--- config.mk ---
export PLATFORM = sky130hd
export DESIGN_NAME = memory_card_bus_interface
export DESIGN_NICKNAME = d
export VERILOG_FILES = /design/src/core/pin_sync.v /design/src/core/byte_fifo.v /design/src/core/memory_card_bus_interface.v
export VERILOG_INCLUDE_DIRS = /design/src /design/src/core
export SDC_FILE = /design/constraint.sdc
export NUM_CORES = 1
export LEC_CHECK = 0
export BUFFER_PORTS_ARGS = -buffer_cell sky130_fd_sc_hd__buf_2
export CAP_MARGIN = 30
export CORE_ASPECT_RATIO = 0.7
export CORE_MARGIN = 2
export CORE_UTILIZATION = 52
export CTS_CLUSTER_DIAMETER = 200
export DETAILED_ROUTE_END_ITERATION = 7
export PLACE_DENSITY_LB_ADDON = 0.08
export SYNTH_ARGS = -nofsm -noshare
export SYNTH_HDL_FRONTEND = slang
export SYNTH_SLANG_ARGS = --single-unit
export TNS_END_PERCENT = 10
--- constraint.sdc ---
create_clock -name clock -period 2.5 [get_ports clock]
set_input_delay 0.5 -clock clock [delete_from_list [all_inputs] [get_ports clock]]
set_output_delay 0.5 -clock clock [all_outputs]
set_load 0.02 [all_outputs]
--- src/core/card_bus_defines.vh ---
// Purpose: shared constants of the memory card bus interface
// Assumes: included by bare name by every core file
// Notes:   widths and codes only, no logic
`ifndef CARD_BUS_DEFINES_VH
`define CARD_BUS_DEFINES_VH

// serial byte framing
`define BYTE_BITS     8
`define BIT_CNT_W     3
`define BIT_CNT_ZERO  3'h0
`define BIT_CNT_ONE   3'h1
`define BIT_LAST      3'h7
`define IDLE_BYTE     8'hFF
`define MSB_POS       7

// native card mode data lines
`define DATA_LINES    4
`define NIBBLE_ZERO   4'h0
`define MMC_LINE_MASK 4'h1
`define SD_LINE_MASK  4'hF

// receive buffer
`define FIFO_DEPTH    8
`define FIFO_AW       3

// pin synchroniser bundle
`define PIN_SYNC_W    8
`define PIN_SYNC_ZERO 8'h00
`define PIN_LINK_CLK  7
`define PIN_CS_N      6
`define PIN_MOSI      5
`define PIN_CMD       4

`endif

--- src/core/pin_sync.v ---
// Purpose: two flip-flop synchroniser for a bundle of pin levels
// Assumes: pins are levels from outside the clock domain
// Notes:   first stage is read only by the second stage
`default_nettype none
`include "card_bus_defines.vh"

module pin_sync #(
  parameter WIDTH = `PIN_SYNC_W
) (
  // clock and control
  input  wire             clock,
  input  wire             rst,
  input  wire             clkEn,
  // pin levels
  input  wire [WIDTH-1:0] pinIn,
  output reg  [WIDTH-1:0] pinOut
);

  reg [WIDTH-1:0] stage1;

  // two stage capture, frozen while clock enable is low
  always @(posedge clock) begin
    if (rst) begin
      stage1 <= {WIDTH{1'b0}};
      pinOut <= {WIDTH{1'b0}};
    end else if (clkEn) begin
      stage1 <= pinIn;
      pinOut <= stage1;
    end
  end

endmodule // pin_sync
`default_nettype wire

--- src/core/byte_fifo.v ---
// Purpose: small synchronous FIFO with valid and ready on both sides
// Assumes: single clock, depth is a power of two matching AW
// Notes:   full and empty come from an occupancy count
`default_nettype none
`include "card_bus_defines.vh"

module byte_fifo #(
  parameter WIDTH = `BYTE_BITS,
  parameter DEPTH = `FIFO_DEPTH,
  parameter AW    = `FIFO_AW
) (
  // clock and control
  input  wire             clock,
  input  wire             rst,
  input  wire             clkEn,
  // fill side
  input  wire [WIDTH-1:0] inData,
  input  wire             inValid,
  output wire             inReady,
  // drain side
  output wire [WIDTH-1:0] outData,
  output wire             outValid,
  input  wire             outReady
);

  reg [WIDTH-1:0] store [0:DEPTH-1];
  reg [AW-1:0]    wrPtr;
  reg [AW-1:0]    rdPtr;
  reg [AW:0]      level;

  wire doWrite = inValid & inReady & clkEn;
  wire doRead  = outValid & outReady & clkEn;

  // honest full and empty
  assign inReady  = (level != DEPTH[AW:0]);
  assign outValid = (level != {(AW+1){1'b0}});
  assign outData  = store[rdPtr];

  // storage write
  always @(posedge clock) begin
    if (doWrite) begin
      store[wrPtr] <= inData;
    end
  end

  // pointers and occupancy
  always @(posedge clock) begin
    if (rst) begin
      wrPtr <= {AW{1'b0}};
      rdPtr <= {AW{1'b0}};
      level <= {(AW+1){1'b0}};
    end else begin
      if (doWrite) begin
        wrPtr <= wrPtr + {{(AW-1){1'b0}}, 1'b1};
      end
      if (doRead) begin
        rdPtr <= rdPtr + {{(AW-1){1'b0}}, 1'b1};
      end
      if (doWrite & ~doRead) begin
        level <= level + {{AW{1'b0}}, 1'b1};
      end else if (doRead & ~doWrite) begin
        level <= level - {{AW{1'b0}}, 1'b1};
      end
    end
  end

endmodule // byte_fifo
`default_nettype wire

--- src/core/memory_card_bus_interface.v ---
// Purpose: card-side signal interface for SPI and native card mode
// Assumes: host makes the link clock; it is sampled here as a pin
// Notes:   received bytes pass an 8-word FIFO to the user side
`default_nettype none
`include "card_bus_defines.vh"

// Function
// - SPI: card selected while chip select low, deselected while high.
// - SPI transfer unit is one eight-bit byte, one bit per clock.
// - Transmitter changes data on falling edge; receiver samples on rising.
// - Most significant bit first, least significant last, both directions.
// - Data not inverted: one is high level, zero is low level.
// - Host sends on master-out line; card answers on master-in line.
// - Command line open-drain during initialization, push-pull afterwards.
// - Host sends commands on command line; card sends responses back.
// - Card mode moves one bit per clock on command and data lines.
// - Line3 pull-up on after power-up, off once initialization completes.
// - Host may sense SD card presence through the line3 pull-up.
// - Data lines push-pull; only one party drives a line at once.
// - Data lines 1 and 2 exist only on SD; MMC uses line0 only.
module memory_card_bus_interface (
  // clock, reset and enable
  input  wire       clock,
  input  wire       rst,
  input  wire       clkEn,
  // mode control from card logic
  input  wire       cardMode,
  input  wire       isSdCard,
  input  wire       initDone,
  input  wire       cardFrame,
  input  wire       cmdDrive,
  input  wire       dataDrive,
  // host link clock pin
  input  wire       linkClock,
  // SPI mode pins
  input  wire       chipSelectN,
  input  wire       mosi,
  output reg        miso,
  output wire       misoOeN,
  // command line pin
  input  wire       cmdIn,
  output reg        cmdOut,
  output wire       cmdOeN,
  // card detect and data line 3 pin
  input  wire       detectOrDataLine3In,
  output wire       detectOrDataLine3Out,
  output wire       detectOrDataLine3OeN,
  output reg        pullUpEnable,
  // data lines 0 to 2
  input  wire       dataLine0In,
  output wire       dataLine0Out,
  output wire       dataLine0OeN,
  input  wire       dataLine1In,
  output wire       dataLine1Out,
  output wire       dataLine1OeN,
  input  wire       dataLine2In,
  output wire       dataLine2Out,
  output wire       dataLine2OeN,
  // transmit byte source
  input  wire [7:0] txData,
  input  wire       txValid,
  output wire       txReady,
  // received byte sink
  output wire [7:0] rxData,
  output wire       rxValid,
  input  wire       rxReady,
  // parallel data line access
  input  wire [3:0] dataNibbleOut,
  output reg  [3:0] dataNibbleIn,
  output reg        dataStrobe,
  // status
  output reg        overrun,
  input  wire       overrunClear,
  output reg        frameActive
);

  // ---------------------------------------------------------------
  // helper functions
  // ---------------------------------------------------------------

  // true on a low to high step between two samples
  function isRise;
    input cur;
    input prev;
    begin
      isRise = cur & ~prev;
    end
  endfunction

  // active data lines for the card type
  function [3:0] lineMask;
    input sd;
    begin
      lineMask = sd ? `SD_LINE_MASK : `MMC_LINE_MASK;
    end
  endfunction

  // ---------------------------------------------------------------
  // pin synchronisation and link clock edges
  // ---------------------------------------------------------------

  wire [`PIN_SYNC_W-1:0] pinRaw;
  wire [`PIN_SYNC_W-1:0] pinSync;
  wire [3:0]             dataSync;
  reg                    prevLinkClk;
  wire                   sLinkClk;
  wire                   sChipSelN;
  wire                   sMosi;
  wire                   sCmd;
  wire                   riseEdge;
  wire                   fallEdge;

  // chip select travels inverted so a cleared synchroniser reads deselected
  assign pinRaw = {linkClock, ~chipSelectN, mosi, cmdIn,
                   detectOrDataLine3In, dataLine2In, dataLine1In,
                   dataLine0In};

  // every pin passes two flip-flops first
  pin_sync #(
    .WIDTH (`PIN_SYNC_W)
  ) pinSyncInst (
    .clock  (clock),
    .rst    (rst),
    .clkEn  (clkEn),
    .pinIn  (pinRaw),
    .pinOut (pinSync)
  );

  assign sLinkClk  = pinSync[`PIN_LINK_CLK];
  assign sChipSelN = ~pinSync[`PIN_CS_N];
  assign sMosi     = pinSync[`PIN_MOSI];
  assign sCmd      = pinSync[`PIN_CMD];
  assign dataSync  = pinSync[`DATA_LINES-1:0];

  // previous link clock sample; edges only, so a stopped clock is idle
  always @(posedge clock) begin
    if (rst) begin
      prevLinkClk <= 1'b0;
    end else if (clkEn) begin
      prevLinkClk <= sLinkClk;
    end
  end

  assign riseEdge = isRise(sLinkClk, prevLinkClk);
  assign fallEdge = isRise(prevLinkClk, sLinkClk);

  // ---------------------------------------------------------------
  // framing
  // ---------------------------------------------------------------

  wire frameOn;
  wire frameStart;
  wire serialIn;
  wire txActive;
  wire rxEnable;

  // selected by low chip select in SPI, by the frame input in card mode
  assign frameOn = cardMode ? cardFrame : ~sChipSelN;

  // sample line: master-out in SPI, command line in card mode
  assign serialIn = cardMode ? sCmd : sMosi;

  // card mode sends only while a response is driven
  assign txActive = cardMode ? cmdDrive : 1'b1;
  assign rxEnable = cardMode ? ~cmdDrive : 1'b1;

  // frame activity register for start detection
  always @(posedge clock) begin
    if (rst) begin
      frameActive <= 1'b0;
    end else if (clkEn) begin
      frameActive <= frameOn;
    end
  end

  assign frameStart = frameOn & ~frameActive;

  // ---------------------------------------------------------------
  // byte shift engine
  // ---------------------------------------------------------------

  reg [`BIT_CNT_W-1:0] bitCount;
  reg [7:0]            rxShift;
  reg [7:0]            txShift;
  reg                  needLoad;
  wire                 loadNow;
  wire [7:0]           loadByte;
  wire                 byteDone;
  wire [7:0]           nextRxByte;
  wire                 fifoInReady;
  wire                 fifoPush;

  // load at frame start or on the falling edge after a whole byte
  assign loadNow  = clkEn & ((frameStart) |
                    (fallEdge & frameOn & needLoad));
  assign txReady  = loadNow & txActive & txValid;
  assign loadByte = (txActive & txValid) ? txData : `IDLE_BYTE;

  // assembled byte with the newest bit as least significant
  assign nextRxByte = {rxShift[`MSB_POS-1:0], serialIn};
  assign byteDone   = riseEdge & frameOn & (bitCount == `BIT_LAST);
  assign fifoPush   = byteDone & rxEnable;

  // bit counter and receive shift on rising edges
  always @(posedge clock) begin
    if (rst) begin
      bitCount <= `BIT_CNT_ZERO;
      rxShift  <= `IDLE_BYTE;
      needLoad <= 1'b0;
    end else if (clkEn) begin
      if (~frameOn) begin
        bitCount <= `BIT_CNT_ZERO;
        needLoad <= 1'b0;
      end else if (riseEdge) begin
        rxShift  <= nextRxByte;
        bitCount <= bitCount + `BIT_CNT_ONE;
        needLoad <= byteDone;
      end else if (fallEdge) begin
        needLoad <= 1'b0;
      end
    end
  end

  // transmit shift loads at frame start, otherwise changes only on falling edges, MSB first
  always @(posedge clock) begin
    if (rst) begin
      txShift <= `IDLE_BYTE;
    end else if (clkEn) begin
      if (loadNow) begin
        txShift <= loadByte;
      end else if (fallEdge & frameOn) begin
        txShift <= {txShift[`MSB_POS-1:0], 1'b1};
      end
    end
  end

  // serial outputs from flip-flops, held for the whole period
  always @(posedge clock) begin
    if (rst) begin
      miso   <= 1'b1;
      cmdOut <= 1'b1;
    end else if (clkEn) begin
      miso   <= txShift[`MSB_POS];
      cmdOut <= txShift[`MSB_POS];
    end
  end

  // master-in released while deselected or in card mode
  assign misoOeN = ~(~cardMode & frameOn);

  // open-drain drives only zeros until initialization is done
  assign cmdOeN = ~(cardMode & cmdDrive &
                    (initDone | ~cmdOut));

  // ---------------------------------------------------------------
  // receive buffer and overrun
  // ---------------------------------------------------------------

  byte_fifo #(
    .WIDTH (`BYTE_BITS),
    .DEPTH (`FIFO_DEPTH),
    .AW    (`FIFO_AW)
  ) rxFifoInst (
    .clock    (clock),
    .rst      (rst),
    .clkEn    (clkEn),
    .inData   (nextRxByte),
    .inValid  (fifoPush),
    .inReady  (fifoInReady),
    .outData  (rxData),
    .outValid (rxValid),
    .outReady (rxReady)
  );

  // host clock cannot be stalled: a byte meeting a full FIFO is lost
  // and flagged; a new loss wins over a clear in the same cycle
  always @(posedge clock) begin
    if (rst) begin
      overrun <= 1'b0;
    end else if (clkEn) begin
      if (fifoPush & ~fifoInReady) begin
        overrun <= 1'b1;
      end else if (overrunClear) begin
        overrun <= 1'b0;
      end
    end
  end

  // ---------------------------------------------------------------
  // native card mode data lines
  // ---------------------------------------------------------------

  reg  [3:0] dataShift;
  wire [3:0] activeLines;
  wire       dataOn;

  assign activeLines = lineMask(isSdCard);
  assign dataOn      = cardMode & dataDrive;

  // new nibble presented on each falling edge while driving
  always @(posedge clock) begin
    if (rst) begin
      dataShift <= `SD_LINE_MASK;
    end else if (clkEn) begin
      if (fallEdge & dataOn) begin
        dataShift <= dataNibbleOut & activeLines;
      end
    end
  end

  // nibble sampled on each rising edge while the host drives
  always @(posedge clock) begin
    if (rst) begin
      dataNibbleIn <= `NIBBLE_ZERO;
      dataStrobe   <= 1'b0;
    end else if (clkEn) begin
      dataStrobe <= riseEdge & cardMode & ~dataDrive;
      if (riseEdge & cardMode & ~dataDrive) begin
        dataNibbleIn <= dataSync & activeLines;
      end
    end
  end

  assign dataLine0Out         = dataShift[0];
  assign dataLine1Out         = dataShift[1];
  assign dataLine2Out         = dataShift[2];
  assign detectOrDataLine3Out = dataShift[3];

  // push-pull drive only while the card owns the data lines
  assign dataLine0OeN = ~dataOn;
  assign dataLine1OeN = ~(dataOn & activeLines[1]);
  assign dataLine2OeN = ~(dataOn & activeLines[2]);
  // line 3 stays an input for card detect until initialized
  assign detectOrDataLine3OeN = ~(dataOn & activeLines[3] &
                                  initDone);

  // pull-up on from reset, off once initialization completes
  always @(posedge clock) begin
    if (rst) begin
      pullUpEnable <= 1'b1;
    end else if (clkEn) begin
      pullUpEnable <= ~initDone;
    end
  end

endmodule // memory_card_bus_interface
`default_nettype wire

==> flow_summary.toml, run 1 <==
[setup_path]
start_kind = "flip-flop"
path_class = "reg -> reg"
critPathBufInv = 2
arrival_ns = 2.75
path_max_fanout = 3
cpLargestDelayFamily = "simple AND/OR/NAND/NOR gates"
crit_path_top_delay_cell = "or4_4"
cp.required_ns = 2.79
slowest_delay_ns = 0.54
end_kind = "flip-flop"
crit_chain = "or4_4 -> and3_4 -> inv_2 -> ha_4 -> inv_4 -> ha_4 -> a21oi_4 -> a211oi_2 -> a31oi_1 -> mux2_2"
crit_top_cell = "ha_4"

[global_routing]
grt_start_max_net_pins = 31
globalRouteTotalUtil_pct = 21.5
antenna_found_initial = 0
grt_overflow = 0
grt_pass1_vias = 3308
grt_pass1_wl_um = 16900

[placement]
pre_cts_ws_ns = -0.0919
placedInstanceArea_um2 = 5740
hpwlAfterDp_um = 7050
portBuffers = 61
place_congestion = 0.786

[floorplanning]
die-area_um2 = 10700
core_um2 = 9650
dieWidth_um = 123
io_pins = 62
initial_utilization_pct = 53.4
rows = 30
die_y_um = 87.2

[status]
status = "finished, final reports clean"

[layout]
antenna_cells = 0
nNetsFinal = 527
fin_area_um2 = 6440
area_delta_synth_final_pct = 25.0
multi_input_area_um2 = 1890
drive_gt1_share_pct = 32.7
register_area_um2 = 3170
fill_cells = 717

[clocking]
clock-sinks = 126
numCtsBuffers = 17
htree_levels = 4
cts_max_path_buffers = 2
insertion_delay_ns = 0.41
cts_tree = "built"
cts_root_buf = "clkbuf_16"
cts_hold_buf = 0
path_clk_slew_ns = 0.06

[route]
num_vias = 3400
drtAntennaViolNets = 0
route.detailed.drc = 0
drt_wl_total_um = 10900
dr.pass1.iters = 5
wl_per_cell_um = 17.4
drt_iter0_markers = 240
via_per_inst = 5.43

[sta]
fmax_mhz = 407
min_period_ns = 2.46
finalCritPeriodShare_pct = 98.3
holdWs_ns = 0.274
rsz0062_at_grt = "yes"
setup_tns_ns = 0
hold_viol = 0
slew_viol_final = 0
relSlewSlack_pct = 70.0
worst_pin_slew_ns = 0.438
setup_slack_ns = 0.0415
skew_ns = 0.00944
setup_violations = 0

[synth]
ys_warn_count = 0
synth_top_area_share_pct = 37.3
synth_nets = 436
ys.flop_type = "edfxtp_1"
synth_async_sr_flop_share_pct = 0
synth_sequential_area_ratio_pct = 61.4
syn-cell-area_um2 = 5150
synth_cell_types = 45
synth_area_leaders = "edfxtp_1 (37%), dfxtp_1 (24%), mux4_1 (7.7%), mux2i_1 (4.3%), nand2_1 (2.9%)"
synth-seq-cells = 126
synth_top_area_cell = "edfxtp_1"
syn_inst = 394
synth_edf_count = 64
syn_area_per_cell_um2 = 13.1

[worst_hold_path]
hp-class = "in -> reg"

[run]
maxCapViolCount = 0

[power_and_ir_drop]
power_uw = 4780
peakVddDrop_v = 0.000523
leakage_uw = 0.00247
power_density_nw_per_um2 = 743
## kinds of logic (layout without fill, tap and decap cells)
| logic type | Yosys count | after routing | share of synthesized area (%) |
|---|---|---|---|
| adder cells (fa/ha/maj) | 10 | 10 | 2.58 |
| multiplexers | 49 | 49 | 14.8 |
| buffers and inverters | 32 | 136 | 3.11 |
| flip-flops | 126 | 126 | 61.4 |
| XOR/XNOR | 4 | 4 | 0.681 |
| AO/OA/AOI/OAI | 52 | 52 | 6.27 |
| AND/OR/NAND/NOR | 121 | 121 | 11.1 |
## repair_timing
action                                  CTS  global route
gates cloned                              0             1
endpoints found under the setup margin    2            10
pin swaps                                 1             7
setup buffers                             0             3
resized for setup                         3            20
## placed cells by master, fill, tap and decap left out, types with 6 or more instances in the layout
cell	instances
edfxtp_1	64
buf_2	61
dfxtp_1	57
nand2_1	40
nor2_1	36
buf_4	31
mux2i_1	22
clkbuf_16	18
a21oi_1	16
nand3_1	15
o21ai_0	14
mux4_1	12
mux2_2	11
o32ai_1	7
nand2b_1	6
nor3_1	6
inv_1	6
## Yosys cell counts, drive strengths merged (2+ instances only)
master,instances
nand2b,6
edfxtp,64
nor3,7
clkbuf,7
mux2i,22
mux4,16
or3,2
ha,9
o32ai,7
mux2,11
nand3,16
a211oi,3
and4,2
o21ai,14
inv,9
nor2,36
dfxtp,62
xnor2,3
a31oi,2
nand2,41
a22oi,2
o211ai,4
a21oi,17
and2,2
buf,15
nand4,4
## where the power goes
| part | total (uW) | leakage, uW | internal (uW) | switching, uW |
|---|---|---|---|---|
| Sequential | 2190 | 0.00108 | 2180 | 16.4 |
| Combinational | 162 | 0.00112 | 64.7 | 97.0 |
| Clock | 2420 | 0.000276 | 1480 | 940 |
| Total | 4780 | 0.00247 | 3730 | 1050 |
## sequential cells by signal, summed over array words and instances, names as in the netlist, named ones only
| name | cells |
|---|---|
| bitCount | 3 |
| frameActive | 1 |
| needLoad | 1 |
| cmdOut | 1 |
| prevLinkClk | 1 |
| rxFifoInst.level | 4 |
| dataShift | 4 |
| dataNibbleIn | 4 |
| dataStrobe | 1 |
| rxFifoInst.store | 64 |
| pinSyncInst.pinOut | 8 |
| rxShift | 7 |
| rxFifoInst.rdPtr | 3 |
| pinSyncInst.stage1 | 8 |
| txShift | 8 |
| pullUpEnable | 1 |
| rxFifoInst.wrPtr | 3 |
| overrun | 1 |
## final cells by class
cell class	instances	area share, %
Clock buffer	18	6.67
Clock inverter	14	2.43
Inverter	10	0.661
Multi-Input combinational cell	236	29.4
Sequential cell	126	49.3
Tap cell	128	2.49
Timing Repair Buffer	94	9.06
## worst paths after layout
path                                    startpoint                                 end  slack, ns  depth (start not counted)
setup / recovery  rxFifoInst.level[1]$_SDFFE_PP0P_    rxFifoInst.level[3]$_SDFFE_PP0P_       0.04                         10
hold / removal                         chipSelectN  pinSyncInst.stage1[6]$_SDFFE_PP0P_       0.27                          2
setup reg to reg  rxFifoInst.level[1]$_SDFFE_PP0P_    rxFifoInst.level[3]$_SDFFE_PP0P_       0.04                         10
hold reg to reg       dataNibbleIn[3]$_SDFFE_PP0P_        dataNibbleIn[3]$_SDFFE_PP0P_       0.45                          2
## per-stage QoR
step,instances,util [%]
detailed placement,590,59.5
global route,626,66.7
finish,626,66.7
floorplan,394,-
CTS,622,65.6
global placement,590,59.5
## routing by layer
| layer | track usage, % | share of wire [%] | vias up |
|---|---|---|---|
| li1 | - | - | 1652 |
| met1 | 30.9 | 51 | 1664 |
| met2 | 30.9 | 43 | 75 |
| met3 | 7.53 | 4.6 | 9 |
| met4 | 6.06 | 0.91 | 0 |
| met5 | 0 | 0 | - |
Note: power is estimated with default switching activity, not from simulation.
==> run 2: changes to the inputs <==
CORE_MARGIN = not set   (was 2)
SETUP_SLACK_MARGIN = 0.2   (was not set)
==> flow_summary.toml, run 2 (synthesis results as in run 1) <==
[setup_path]
path_max_fanout = 3
end_kind = "flip-flop"
start_kind = "flip-flop"
arrival_ns = 2.76
cp.required_ns = 2.79
path_class = "reg -> reg"

[floorplanning]
die-area_um2 = 10300
die_y_um = 85.2
rows = 29
core_um2 = 9330
initial_utilization_pct = 55.2
io_pins = 62
dieWidth_um = 121

[run]
maxCapViolCount = 0

[sta]
slew_viol_final = 0
worst_pin_slew_ns = 0.634
min_period_ns = 2.47
holdWs_ns = 0.292
setup_slack_ns = 0.0291
relSlewSlack_pct = 57.7
rsz0062_at_grt = "yes"
hold_viol = 0
fmax_mhz = 405
setup_violations = 0
setup_tns_ns = 0
finalCritPeriodShare_pct = 98.8
skew_ns = 0.00661

[status]
status = "finished, final reports clean"

[clocking]
numCtsBuffers = 17
cts_max_path_buffers = 2
htree_levels = 4
insertion_delay_ns = 0.41
cts_hold_buf = 0
cts_tree = "built"
cts_root_buf = "clkbuf_16"
clock-sinks = 126
path_clk_slew_ns = 0.06

[route]
drt_iter0_markers = 254
num_vias = 3468
via_per_inst = 5.55
route.detailed.drc = 0
drt_wl_total_um = 11200
drtAntennaViolNets = 0
wl_per_cell_um = 17.9
dr.pass1.iters = 5

[layout]
antenna_cells = 0
nNetsFinal = 530
fin_area_um2 = 6600
largest_register_ffs = 64
area_delta_synth_final_pct = 28.3
drive_gt1_share_pct = 36.3
largest_register = "rxFifoInst.store"
layout_commonest_cell = "edfxtp_1"
final_cell_mix = "edfxtp_1 (64), dfxtp_1 (56), buf_2 (53)"

[placement]
portBuffers = 61
pre_cts_ws_ns = -0.0316
place_congestion = 0.806
hpwlAfterDp_um = 7070
placedInstanceArea_um2 = 5720

[global_routing]
globalRouteTotalUtil_pct = 23.3
grt_pass1_wl_um = 17600
grt_overflow = 0
grt_pass1_vias = 3399
grt_start_max_net_pins = 46
antenna_found_initial = 0

[worst_hold_path]
hp-class = "in -> reg"

[power_and_ir_drop]
combPwrFrac_pct = 3.3
power_density_nw_per_um2 = 775
seq_power_share_pct = 42.9
pwr-share-clk_pct = 53.8
power.switching_uw = 1010
p_sw_share_pct = 19.7
peakVddDrop_v = 0.000621
leakage_uw = 0.00254
internal-power_uw = 4110
run 2: changes by cell type in the layout (fill, tap and decap cells not counted), sizes merged:
| cell | delta |
|---|---|
| bufinv | +4 |
| inv | -4 |
| clkinv | +1 |
| clkbuf | -2 |
| buf | +4 |
run 2: layout make-up:
class	count	area [um2]
well taps	124	155
flip-flops and latches	126	3180
repair buffers	97	658
inverters	10	45.0
multi-input cells	236	1900
fillers	621	2720
clock buffers	17	425
clock inverters	15	241
run 2: final timing paths:
path	from	to	slack [ns]	depth (start not counted)
worst max-delay path	rxFifoInst.level[3]$_SDFFE_PP0P_	rxFifoInst.level[3]$_SDFFE_PP0P_	0.03	10
worst min-delay path	chipSelectN	pinSyncInst.stage1[6]$_SDFFE_PP0P_	0.29	2
worst max register to register	rxFifoInst.level[3]$_SDFFE_PP0P_	rxFifoInst.level[3]$_SDFFE_PP0P_	0.03	10
worst min register to register	dataNibbleIn[1]$_SDFFE_PP0P_	dataNibbleIn[1]$_SDFFE_PP0P_	0.46	2
run 2: per-layer routing:
layer,vias up,global-route usage [%],share of wire (%)
li1,1634,-,-
met1,1722,33.3,49
met2,101,34.7,45
met3,11,6.85,5.6
met4,0,6.40,0.81
met5,-,0,0
run 2: power by group through the flow:
stage | logic (uW) | clock network (uW) | registers, uW
after global routing | 184 | 2880 | 2200
after CTS | 169 | 2780 | 2190
after floorplan | 99.0 | 0 | 2240
after detailed placement | 168 | 0 | 2240
after global placement | 164 | 0 | 2240
final | 170 | 2750 | 2190
run 2: through the flow:
step,cells,power (uW),util [%]
finish,625,5120,70.8
global route,625,5260,70.8
CTS,622,5140,69.6
detailed placement,582,2410,61.4
global placement,582,2400,61.4
floorplan,394,2340,-
run 2: repair_timing:
item	CTS	global route
pin swaps	7	10
buffers inserted	7	3
gates resized for setup	29	33
gates cloned	1	0
setup endpoints to repair	9	11
run 2: critical path, stage by stage, from the launching register on:
cell and delay (ns):
dfxtp_2 0.33, or4_4 0.53, and3_4 0.20, inv_4 0.06
ha_4 0.14, inv_4 0.05, ha_4 0.26, a21oi_4 0.15
a211oi_2 0.08, a31oi_1 0.18, mux2_2 0.38
==> run 3: changes to the inputs <==
MAX_ROUTING_LAYER = met4   (was not set)
==> flow_summary.toml, run 3 (synthesis results as in run 1) <==
[clocking]
path_clk_slew_ns = 0.06
clock-sinks = 126
cts_root_buf = "clkbuf_16"
insertion_delay_ns = 0.41
numCtsBuffers = 17
htree_levels = 4
cts_tree = "built"
cts_max_path_buffers = 2

[sta]
fmax_mhz = 402
skew_ns = 0.00590
rsz0062_at_grt = "yes"
slew_viol_final = 0
setup_tns_ns = 0
setup_violations = 0
worst_pin_slew_ns = 0.633
relSlewSlack_pct = 57.8
hold_viol = 0
min_period_ns = 2.49
setup_slack_ns = 0.0111
finalCritPeriodShare_pct = 99.6

[worst_hold_path]
worstHoldStart = "chipSelectN"
min_path_cells = 2
hp-class = "in -> reg"

[floorplanning]
rows = 29
die-area_um2 = 10300
die_y_um = 85.2
initial_utilization_pct = 55.2
dieWidth_um = 121
io_pins = 62
core_um2 = 9330

[status]
status = "finished, final reports clean"

[setup_path]
start_kind = "flip-flop"
cp.required_ns = 2.79
arrival_ns = 2.78
worstReg2RegStart = "rxFifoInst.level[3]$_SDFFE_PP0P_"
crit_path_start = "rxFifoInst.level[3]$_SDFFE_PP0P_"
reg2reg_depth = 10
path_max_fanout = 3
end_kind = "flip-flop"
path_class = "reg -> reg"

[layout]
final_cell_mix = "edfxtp_1 (64), dfxtp_1 (56), buf_2 (53)"
layout_commonest_cell = "edfxtp_1"
drive_gt1_share_pct = 36.3
fin_area_um2 = 6600
utilization_pct = 70.8
register_area_um2 = 3180
finalNonFillerCells = 625
largest_register = "rxFifoInst.store"
area_delta_synth_final_pct = 28.3
fill_cells = 621
multi_input_area_um2 = 1900
largest_register_ffs = 64
nNetsFinal = 530
antenna_cells = 0

[route]
wl_per_cell_um = 18.0
dr.pass1.iters = 5
via_per_inst = 5.60
num_vias = 3497
drt_wl_total_um = 11200
drtAntennaViolNets = 0
route.detailed.drc = 0
drt_iter0_markers = 268

[placement]
place_congestion = 0.818
pre_cts_ws_ns = -0.0316
hpwlAfterDp_um = 7070
placedInstanceArea_um2 = 5720
dp.cells = 582
portBuffers = 61

[power_and_ir_drop]
power_density_nw_per_um2 = 775
peakVddDrop_v = 0.000619
leakage_uw = 0.00254

[global_routing]
grt_overflow = 0
grt_pass1_vias = 3402
globalRouteTotalUtil_pct = 24.0
grt_start_max_net_pins = 46
grt_pass1_wl_um = 17600
antenna_found_initial = 0

[run]
maxCapViolCount = 0
==> run 3: cell counts in the layout (fill, tap and decap cells not counted) <==
Identical to the previous run, type by type.
==> run 3: area by class of cell <==
cell class,count,share of cell area (%)
timing repair buffer,97,9.97
tap,124,2.35
inverter,10,0.682
clock inverter,15,3.66
clock buffer,17,6.44
multi-input combinational,236,28.8
sequential,126,48.1
==> run 3: final timing paths <==
check                                       end  slack (ns)
min reg2reg        dataNibbleIn[1]$_SDFFE_PP0P_        0.46
max            rxFifoInst.level[3]$_SDFFE_PP0P_        0.01
max reg2reg    rxFifoInst.level[3]$_SDFFE_PP0P_        0.01
min          pinSyncInst.stage1[6]$_SDFFE_PP0P_        0.29
==> run 3: power breakdown <==
part / internal (uW) / leakage [uW] / switching [uW] / total (uW)
registers: 2180 / 0.00108 / 16.4 / 2190
logic: 67.8 / 0.00115 / 102 / 170
clock network: 1860 / 0.000315 / 886 / 2750
total: 4110 / 0.00254 / 1000 / 5110
==> run 3: metal layers <==
metal / vias up / share of wire [%] / global-route usage [%]
met4: 0 / 0.94 / 7.41
met2: 114 / 45 / 34.6
li1: 1639 / - / -
met5: - / 0 / -
met3: 11 / 5.2 / 5.85
met1: 1733 / 49 / 33.7
==> run 3: metrics by stage <==
stage	hold slack, ns	power, uW
2_1_floorplan	0.431	2340
3_3_place_gp	0.439	2400
3_5_place_dp	0.448	2410
4_1_cts	0.270	5140
5_1_grt	0.270	5260
6_report	0.291	5110
==> run 3: repair_timing <==
| action | 4_1_cts | 5_1_grt |
|---|---|---|
| pin swaps | 7 | 10 |
| buffers inserted | 7 | 3 |
| gates resized for setup | 29 | 33 |
| setup endpoints to repair | 9 | 11 |
| hold buffers | 0 | 0 |
| cloned | 1 | 0 |
==> run 3: worst max-delay path: stages (launching register included) <==
cell and delay [ns]:
dfxtp_2 0.33, or4_4 0.53, and3_4 0.20, inv_4 0.06, ha_4 0.14, inv_4 0.05, ha_4 0.26, a21oi_4 0.15
a211oi_2 0.08, a31oi_1 0.20, mux2_2 0.38
